**config.mk**
```make
export PLATFORM = sky130hd
export DESIGN_NAME = acx_cmd_exec
export DESIGN_NICKNAME = d
export VERILOG_FILES = /design/src/logic/acx_pkg.sv /design/src/logic/acx_cmd_exec.sv /design/src/logic/acx_divider.sv
export SDC_FILE = /design/constraint.sdc
export NUM_CORES = 2
export LEC_CHECK = 0
export BUFFER_PORTS_ARGS = -buffer_cell sky130_fd_sc_hd__buf_4
export CAP_MARGIN = 30
export CORE_AREA = 5 5 343 345
export DETAILED_ROUTE_END_ITERATION = 10
export DIE_AREA = 0 0 348 350
export PLACE_DENSITY = 0.59
export SLEW_MARGIN = 20
export SYNTH_ARGS = -nofsm -noshare
export SYNTH_HDL_FRONTEND = slang
export SYNTH_SLANG_ARGS = --single-unit
```
**constraint.sdc**
```tcl
create_clock -name core_clk -period 7.1 [get_ports core_clk]
set_input_delay 0.71 -clock core_clk [delete_from_list [all_inputs] [get_ports core_clk]]
set_output_delay 0.71 -clock core_clk [all_outputs]
set_load 0.05 [all_outputs]
```
**src/logic/acx_pkg.sv**
```systemverilog
// Constants for the accumulator / second-operand command slice.
// Assumes command frames arrive one byte per handshake on one clock.
// Notes on behaviour
// Instruction 33 combines the accumulator with the second operand register and writes the result to the accumulator.
// For instruction 33, types 0 to 4 are add, subtract operand, multiply, divide by operand and modulo by operand.
// For instruction 33, types 5, 6 and 7 are bitwise AND, OR and XOR of the accumulator with the operand.
// For instruction 33, type 8 yields the bitwise inversion of the second operand register.
// For instruction 33, type 9 copies the accumulator into the second operand register.
// For instruction 33, type 10 exchanges accumulator and second operand register in one step.
// In direct mode each of instructions 33, 34 and 35 is answered with status 100 and a meaningless value.
// Instruction 34 writes the accumulator into the axis parameter named by type for the motor in the bank byte.
// Instruction 35 writes the accumulator into the global parameter named by type within the bank in the bank byte.
// A frame is address, instruction, type, motor/bank, four value bytes most significant first, then checksum.
// The checksum is the low eight bits of the sum of the first eight bytes and mismatching frames are dropped.
package acx_pkg;

    // Frame layout
    localparam logic [3:0]  ACX_IDX_ADDR   = 4'h0;
    localparam logic [3:0]  ACX_IDX_INSTR  = 4'h1;
    localparam logic [3:0]  ACX_IDX_TYPE   = 4'h2;
    localparam logic [3:0]  ACX_IDX_BANK   = 4'h3;
    localparam logic [3:0]  ACX_IDX_CSUM   = 4'h8;

    // Instruction numbers
    localparam logic [7:0]  ACX_INS_CALC_X = 8'h21;
    localparam logic [7:0]  ACX_INS_AAXP   = 8'h22;
    localparam logic [7:0]  ACX_INS_AGLP   = 8'h23;

    // Operation codes carried in the type byte
    localparam logic [7:0]  ACX_OP_ADD     = 8'h00;
    localparam logic [7:0]  ACX_OP_SUB     = 8'h01;
    localparam logic [7:0]  ACX_OP_MUL     = 8'h02;
    localparam logic [7:0]  ACX_OP_DIV     = 8'h03;
    localparam logic [7:0]  ACX_OP_MOD     = 8'h04;
    localparam logic [7:0]  ACX_OP_AND     = 8'h05;
    localparam logic [7:0]  ACX_OP_OR      = 8'h06;
    localparam logic [7:0]  ACX_OP_XOR     = 8'h07;
    localparam logic [7:0]  ACX_OP_NOT     = 8'h08;
    localparam logic [7:0]  ACX_OP_LOAD    = 8'h09;
    localparam logic [7:0]  ACX_OP_SWAP    = 8'h0A;

    // Reply and reset values
    localparam logic [7:0]  ACX_STATUS_OK  = 8'h64;
    localparam logic [31:0] ACX_ACCU_RST   = 32'h0000_0000;
    localparam logic [31:0] ACX_X_RST      = 32'h0000_0000;

    // Executor states, one-hot
    typedef enum logic [3:0] {
        ACX_ST_RECV  = 4'b0001,
        ACX_ST_EXEC  = 4'b0010,
        ACX_ST_DIV   = 4'b0100,
        ACX_ST_REPLY = 4'b1000
    } acx_state_t;

endpackage
```
**src/logic/acx_cmd_exec.sv**
```systemverilog
// Command executor for accumulator / second-operand arithmetic and
// accumulator-to-parameter copies, fed by nine-byte command frames.
// Assumes one clock, a byte stream with valid/ready and an external
// parameter store that takes a one-cycle write strobe.
module acx_cmd_exec
(
    // Clock and reset
    input  wire logic         core_clk,
    input  wire logic         rst_b,
    // Frame byte stream
    input  wire logic         byte_valid,
    input  wire logic [7:0]   byte_data,
    output logic              byte_ready,
    input  wire logic [7:0]   own_addr,
    input  wire logic         direct_mode,
    // Accumulator load from other commands
    input  wire logic         accu_load,
    input  wire logic [31:0]  accu_load_value,
    // Parameter write strobe
    output logic              par_wr,
    output logic              par_is_global,
    output logic [7:0]        par_index,
    output logic [7:0]        par_bank,
    output logic [31:0]       par_value,
    // Reply
    output logic              reply_valid,
    input  wire logic         reply_ready,
    output logic [7:0]        reply_addr,
    output logic [7:0]        reply_status,
    output logic [7:0]        reply_instr,
    output logic [31:0]       reply_value,
    // Working registers
    output logic [31:0]       accu,
    output logic [31:0]       x_reg
);
    import acx_pkg::*;

    acx_state_t   st_q;
    acx_state_t   st_d;
    logic [3:0]   cnt_q;
    logic [7:0]   addr_q;
    logic [7:0]   instr_q;
    logic [7:0]   type_q;
    logic [7:0]   bank_q;
    logic [7:0]   sum_q;
    logic         mode_q;
    logic [31:0]  accu_q;
    logic [31:0]  x_q;
    logic         par_wr_q;
    logic         par_glb_q;
    logic [31:0]  par_val_q;
    logic [31:0]  alu_res;
    logic         div_done;
    logic [31:0]  div_quot;
    logic [31:0]  div_rem;

    // Frame receive decode
    wire logic take       = byte_valid & byte_ready;
    wire logic last_byte  = cnt_q == ACX_IDX_CSUM;
    wire logic sum_ok     = sum_q == byte_data;
    wire logic addr_ok    = addr_q == own_addr;
    wire logic known_ins  = (instr_q == ACX_INS_CALC_X) | (instr_q == ACX_INS_AAXP) | (instr_q == ACX_INS_AGLP);
    wire logic frame_go   = take & last_byte & sum_ok & addr_ok & known_ins;

    // Execute decode
    wire logic in_exec    = st_q == ACX_ST_EXEC;
    wire logic is_calc    = in_exec & (instr_q == ACX_INS_CALC_X);
    wire logic is_divop   = (type_q == ACX_OP_DIV) | (type_q == ACX_OP_MOD);
    wire logic div_zero   = x_q == 32'h0000_0000;
    wire logic div_start  = is_calc & is_divop & ~div_zero;
    wire logic div_fin    = (st_q == ACX_ST_DIV) & div_done;
    wire logic is_par     = in_exec & ((instr_q == ACX_INS_AAXP) | (instr_q == ACX_INS_AGLP));
    wire logic x_takes    = is_calc & ((type_q == ACX_OP_LOAD) | (type_q == ACX_OP_SWAP));
    wire logic accu_takes = is_calc & ~is_divop & (type_q <= ACX_OP_NOT | type_q == ACX_OP_SWAP);
    wire logic done_cmd   = (in_exec & ~div_start) | div_fin;

    // Ready only while collecting, so a reply or a division stalls the sender
    assign byte_ready = st_q == ACX_ST_RECV;

    // Operation select on accumulator and second operand
    always_comb
    begin
        case (type_q)
            ACX_OP_ADD:  alu_res = accu_q + x_q;
            ACX_OP_SUB:  alu_res = accu_q - x_q;
            ACX_OP_MUL:  alu_res = 32'(accu_q * x_q);
            ACX_OP_AND:  alu_res = accu_q & x_q;
            ACX_OP_OR:   alu_res = accu_q | x_q;
            ACX_OP_XOR:  alu_res = accu_q ^ x_q;
            ACX_OP_NOT:  alu_res = ~x_q;
            ACX_OP_SWAP: alu_res = x_q;
            default:     alu_res = accu_q;
        endcase
    end

    // Sequence: collect, execute, optional division, optional reply
    always_comb
    begin
        case (st_q)
            ACX_ST_RECV:  st_d = frame_go ? ACX_ST_EXEC : ACX_ST_RECV;
            ACX_ST_EXEC:  st_d = div_start ? ACX_ST_DIV : (mode_q ? ACX_ST_REPLY : ACX_ST_RECV);
            ACX_ST_DIV:   st_d = div_done ? (mode_q ? ACX_ST_REPLY : ACX_ST_RECV) : ACX_ST_DIV;
            ACX_ST_REPLY: st_d = reply_ready ? ACX_ST_RECV : ACX_ST_REPLY;
            default:      st_d = ACX_ST_RECV;
        endcase
    end

    always_ff @(posedge core_clk or negedge rst_b)
    begin
        if (!rst_b)
            st_q <= ACX_ST_RECV;
        else
            st_q <= st_d;
    end

    // Frame capture; value bytes are don't-care for these commands
    always_ff @(posedge core_clk or negedge rst_b)
    begin
        if (!rst_b)
        begin
            cnt_q   <= 4'h0;
            addr_q  <= 8'h00;
            instr_q <= 8'h00;
            type_q  <= 8'h00;
            bank_q  <= 8'h00;
            sum_q   <= 8'h00;
            mode_q  <= 1'b0;
        end
        else if (take)
        begin
            cnt_q <= last_byte ? 4'h0 : cnt_q + 4'h1;
            sum_q <= last_byte ? 8'h00 : sum_q + byte_data;
            if (cnt_q == ACX_IDX_ADDR)
                addr_q <= byte_data;
            if (cnt_q == ACX_IDX_INSTR)
                instr_q <= byte_data;
            if (cnt_q == ACX_IDX_TYPE)
                type_q <= byte_data;
            if (cnt_q == ACX_IDX_BANK)
                bank_q <= byte_data;
            if (last_byte)
                mode_q <= direct_mode;
        end
    end

    // Accumulator: command results win over an outside load
    always_ff @(posedge core_clk or negedge rst_b)
    begin
        if (!rst_b)
            accu_q <= ACX_ACCU_RST;
        else if (accu_takes)
            accu_q <= alu_res;
        else if (div_fin)
            accu_q <= (type_q == ACX_OP_DIV) ? div_quot : div_rem;
        else if (accu_load)
            accu_q <= accu_load_value;
    end

    // Second operand register; swap reads the old accumulator this cycle
    always_ff @(posedge core_clk or negedge rst_b)
    begin
        if (!rst_b)
            x_q <= ACX_X_RST;
        else if (x_takes)
            x_q <= accu_q;
    end

    // Parameter write strobe carries the accumulator as it stands
    always_ff @(posedge core_clk or negedge rst_b)
    begin
        if (!rst_b)
        begin
            par_wr_q  <= 1'b0;
            par_glb_q <= 1'b0;
            par_val_q <= 32'h0000_0000;
        end
        else
        begin
            par_wr_q <= is_par;
            if (is_par)
            begin
                par_glb_q <= instr_q == ACX_INS_AGLP;
                par_val_q <= accu_q;
            end
        end
    end

    // Long division in its own unit; zero divisor leaves the accumulator
    acx_divider
    #(
        .W (32)
    )
    u_div
    (
        .core_clk (core_clk),
        .rst_b    (rst_b),
        .start    (div_start),
        .dividend (accu_q),
        .divisor  (x_q),
        .done     (div_done),
        .quot     (div_quot),
        .rem      (div_rem)
    );

    // Outputs
    assign par_wr        = par_wr_q;
    assign par_is_global = par_glb_q;
    assign par_index     = type_q;
    assign par_bank      = bank_q;
    assign par_value     = par_val_q;
    assign reply_valid   = st_q == ACX_ST_REPLY;
    assign reply_addr    = addr_q;
    assign reply_status  = ACX_STATUS_OK;
    assign reply_instr   = instr_q;
    assign reply_value   = 32'h0000_0000;
    assign accu          = accu_q;
    assign x_reg         = x_q;

endmodule

```
**src/logic/acx_divider.sv**
```systemverilog
// Iterative signed divider, one quotient bit per clock.
// Assumes start is a pulse while idle and divisor is not zero.
module acx_divider
#(
    parameter int W = 32
)
(
    // Clock and reset
    input  wire logic         core_clk,
    input  wire logic         rst_b,
    // Request
    input  wire logic         start,
    input  wire logic [W-1:0] dividend,
    input  wire logic [W-1:0] divisor,
    // Result
    output logic              done,
    output logic [W-1:0]      quot,
    output logic [W-1:0]      rem
);

    localparam int CW = $clog2(W) + 1;

    // Refuse widths the shift loop cannot serve
    if (W < 2)
    begin : g_bad_w
        $error("acx_divider: W must be at least 2");
    end

    logic [W-1:0]  quo_q;
    logic [W-1:0]  rem_q;
    logic [W-1:0]  dvs_q;
    logic [CW-1:0] cnt_q;
    logic          qneg_q;
    logic          rneg_q;
    logic          done_q;

    // One restoring step on magnitudes
    wire logic [W:0]   shifted = {rem_q, quo_q[W-1]};
    wire logic         fits    = shifted >= {1'b0, dvs_q};
    wire logic [W:0]   reduced = shifted - {1'b0, dvs_q};
    wire logic [W-1:0] mag_a   = dividend[W-1] ? W'(-dividend) : dividend;
    wire logic [W-1:0] mag_b   = divisor[W-1] ? W'(-divisor) : divisor;

    // Sequencer; remainder takes the dividend's sign like C
    always_ff @(posedge core_clk or negedge rst_b)
    begin
        if (!rst_b)
        begin
            quo_q  <= '0;
            rem_q  <= '0;
            dvs_q  <= '0;
            cnt_q  <= '0;
            qneg_q <= 1'b0;
            rneg_q <= 1'b0;
            done_q <= 1'b0;
        end
        else if (start)
        begin
            quo_q  <= mag_a;
            rem_q  <= '0;
            dvs_q  <= mag_b;
            cnt_q  <= CW'(W);
            qneg_q <= dividend[W-1] ^ divisor[W-1];
            rneg_q <= dividend[W-1];
            done_q <= 1'b0;
        end
        else if (cnt_q != '0)
        begin
            quo_q  <= {quo_q[W-2:0], fits};
            rem_q  <= fits ? reduced[W-1:0] : shifted[W-1:0];
            cnt_q  <= cnt_q - 1'b1;
            done_q <= (cnt_q == CW'(1));
        end
        else
        begin
            done_q <= 1'b0;
        end
    end

    assign done = done_q;
    assign quot = qneg_q ? W'(-quo_q) : quo_q;
    assign rem  = rneg_q ? W'(-rem_q) : rem_q;

endmodule

```
==> summary.md <==
| Metric | Value |
|---|---|
| Outcome | complete, but fails checks |
| Violated checks | negative setup slack |
| 1st-iter DRT viols | 3711 |
| Clock sink total | 252 |
| Fillers | 11900 |
| Synth Cell Area | 35100 sq um |
| Routed len/inst | 25.2 um |
| TritonCTS Buffers | 35 |
| Hold WC Path Type | primary input to async pin |
| Seq pwr share | 0.297 |
| Routed Antenna Nets | 0 |
| Switch share | 0.422 |
| Fin util | 0.370 |
| Die width | 348 um |
| Fin nets | 5340 |
| Seq cells post-synth | 252 |
| Non-Filler Instances | 6148 |
| Number of I/O pins | 226 |
| Routability congestion estimate | 1.01 |
| Port-buffer cells | 185 |
| Setup TNS | -213 ps |
| Via Count | 33600 |
| Comb pwr share | 0.376 |
| R2R cell count | 24 |
| Final period util | 1.02 |
| GRT Overall Usage | 0.246 |
| Clk_lat worst skew | 590 ps |
| FP Rows | 124 |
| Final wirelength | 155 mm |
| Netlist cell types | 83 |
| CP Max Fanout | 9 |
| Die area | 122000 sq um |
| Worst slew pin tran | 1130 ps |
| Multi-input gate area | 26300 sq um |
| Post-synthesis sequential area ratio | 0.180 |
| Final HPWL DP | 121 mm |
| TritonCTS clock tree | yes |
| Layout area overhead | 20.1% |
| H-tree levels | 2 |
| Root buf cell | clkbuf_16 |
| Register-to-register setup slack | -120 ps |
| P per Cell Area | 138 nW/um^2 |
| Vias in the first global route | 33300 |
| Syn Area/Cell | 8.22 sq um |
| Final WS setup | -116 ps |
| Area fraction of the dominant cell type after synthesis | 0.234 |
| Critical setup path kind | register to register |
| Max_cap viols | 0 |
| Clk pwr share | 0.327 |
| Synth area leader | fa_1 |
| Ranking of synthesized cells by area | fa_1 23%, dfrtp_1 18%, ha_1 9.6% |
| Slew margin rel. | 0.246 |
| WP data arrival | 7720 ps |
| Pins Over Slew Limit | 0 |
| Overflow after GRT | 0 |
| Max stage delay on crit path | 620 ps |
| Vias per inst | 5.47 |
| Floorplan Core Area | 114000 sq um |
| EDFF count, synth | 0 |
| Initial Util | 0.308 |
| Cell seen most often among critical-path stages | fa_1 |
| Sw Pwr | 2.45 mW |
| Slowest-stage cell, CP | fa_1 |
| Int Power | 3.35 mW |
| R2r startpoint | x_reg[2] |
| Placed cell count | 6040 |
| Layout cells sized above 1 | 0.180 |
| Fin crit period | 7220 ps |
| Remaining DRCs | 0 |
| Clock skew | 32.0 ps |
| CP Cell Sequence | clkinv_4 -> buf_4 -> buf_8 -> nor2_1 -> fa_1 -> inv_1 -> fa_1 -> fa_1 -> fa_1 -> inv_1 -> fa_1 -> fa_1 -> fa_1 -> fa_1 -> ha_1 -> buf_4 -> o21a_1 -> o211ai_1 -> a31o_4 -> nand2_4 -> a41oi_2 -> mux2i_1 -> a211oi_2 -> o31ai_1 |
| CTS Buffer Depth | 3 |
| Crit. End Element | register |
| Startpoint types | register |
| Clock transition at path regs | 60 ps |
| Final setup viols | 5 |
| Reg-to-reg endpoint | accu[30] |
| Sequential Area | 6340 sq um |
| Final hold vios | 0 |
| VDD IR max | 0.147 mV |
| Initial antenna violation count | 7 |
| DRT Pass-1 Iters | 6 |
| RSZ-0062 raised after global routing | yes |
| Main flop type after synthesis | dfrtp_1 |
| Vert. Die Dim | 350 um |
| Leak | 19.6 nW |
| Fraction of registers with async set/reset | 1.00 |
| Global-route wire length before repair | 224 mm |
| Max frequency | 0.139 GHz |
| Post-synthesis cell count | 4270 |
| Yosys warnings | 0 |
| Commonest non-fill, non-tap cell in the layout | nand2_1 |
| Design Power | 5.80 mW |
| Pin count of the biggest net entering global routing | 119 |
| Worst Path Required | 7600 ps |
| Design area | 42200 sq um |
| DP Area | 40100 sq um |
| # hold bufs at CTS | 0 |
| Commonest non-fill, non-tap cells in the layout | 630 x nand2_1, 512 x inv_1, 511 x buf_4, 423 x nor2_1, 401 x fa_1 |
-- power by group through the flow --
stage                     Combinational [mW]  Sequential, mW  Clock, mW
after floorplan                        0.894            2.10          0
after global placement                  2.08            1.74          0
after detailed placement                2.10            1.74          0
after CTS                               2.11            1.72       1.93
after global routing                    2.26            1.75       1.98
final                                   2.18            1.73       1.90
-- cell usage after synthesis (17+ instances only) --
| library cell | n |
|---|---|
| nand3_1 | 73 |
| fa_1 | 411 |
| a21o_1 | 33 |
| buf_1 | 36 |
| or3_1 | 35 |
| nand2b_1 | 29 |
| a21oi_1 | 147 |
| buf_4 | 41 |
| clkbuf_1 | 206 |
| dfrtp_1 | 251 |
| nand4_1 | 23 |
| o211ai_1 | 23 |
| o41ai_1 | 17 |
| xor2_1 | 64 |
| o31ai_1 | 49 |
| mux2_2 | 38 |
| a221oi_1 | 26 |
| a31oi_1 | 52 |
| xnor2_1 | 215 |
| nor2_1 | 447 |
| inv_1 | 529 |
| nor3_1 | 31 |
| a211oi_1 | 24 |
| o22ai_1 | 19 |
| nand2_1 | 635 |
| o221ai_1 | 20 |
| ha_1 | 269 |
| o21ai_0 | 265 |
-- layout make-up --
| cell class | instances | share of cell area |
|---|---|---|
| well taps | 1512 | 0.0449 |
| multi-input cells | 3219 | 0.623 |
| flip-flops and latches | 252 | 0.150 |
| repair buffers | 546 | 0.103 |
| clock buffers | 45 | 0.0226 |
| inverters | 552 | 0.0505 |
| diodes | 4 | 0.000237 |
| clock inverters | 18 | 0.00549 |
-- logic make-up (layout without fill, tap and decap cells) --
family / count (synthesis) / in the layout / synth area share
fa+ha+maj: 680 / 680 / 0.330
other cells: 2 / 44 / 0.000214
mux: 53 / 53 / 0.0165
compound gates: 792 / 792 / 0.143
xor+xnor: 279 / 279 / 0.0696
simple gates: 1375 / 1375 / 0.167
flops: 252 / 252 / 0.180
buf+inv: 837 / 1161 / 0.0941
-- critical path, delay by kind of cell, from the launching register on --
family	cells	cell delay (ps)
AND/OR/NAND/NOR	2	140
flip-flops	1	420
adder cells (fa/ha/maj)	9	4410
AO/OA/AOI/OAI	6	1150
buffers and inverters	6	730
multiplexers	1	270
-- worst max path at each step --
stage	cells past startpoint	slack [ps]	from	end
finish	24	-120	x_reg[2]	accu[30]
global route	27	-300	accu[14]	accu[30]
CTS	30	-30	x_reg[4]	accu[30]
detailed placement	29	-170	x_reg[4]	accu[18]
global placement	28	-170	accu[9]	accu[29]
floorplan	28	1	accu[9]	accu[29]
-- layer usage --
layer | vias to the layer above | GRT usage | wire length [um]
met4 | 4 | 0.0957 | 7600
li1 | 14500 | - | -
met3 | 471 | 0.0732 | 18700
met1 | 16600 | 0.323 | 61000
met5 | - | 0 | 29
met2 | 2056 | 0.384 | 67300
-- metrics by stage --
stage                     setup slack (ps)  hold WS [ps]
after global routing                  -304           198
after global placement                -167           409
after CTS                            -33.9           167
final                                 -116           137
after detailed placement              -169           404
after floorplan                       1.04           388
-- what timing repair did --
item | in CTS | in global routing
pin swaps | 44 | 67
setup endpoints to repair | 12 | 20
setup buffers | 17 | 27
gates resized for setup | 49 | 98
Power figures use the tool's default switching activity.
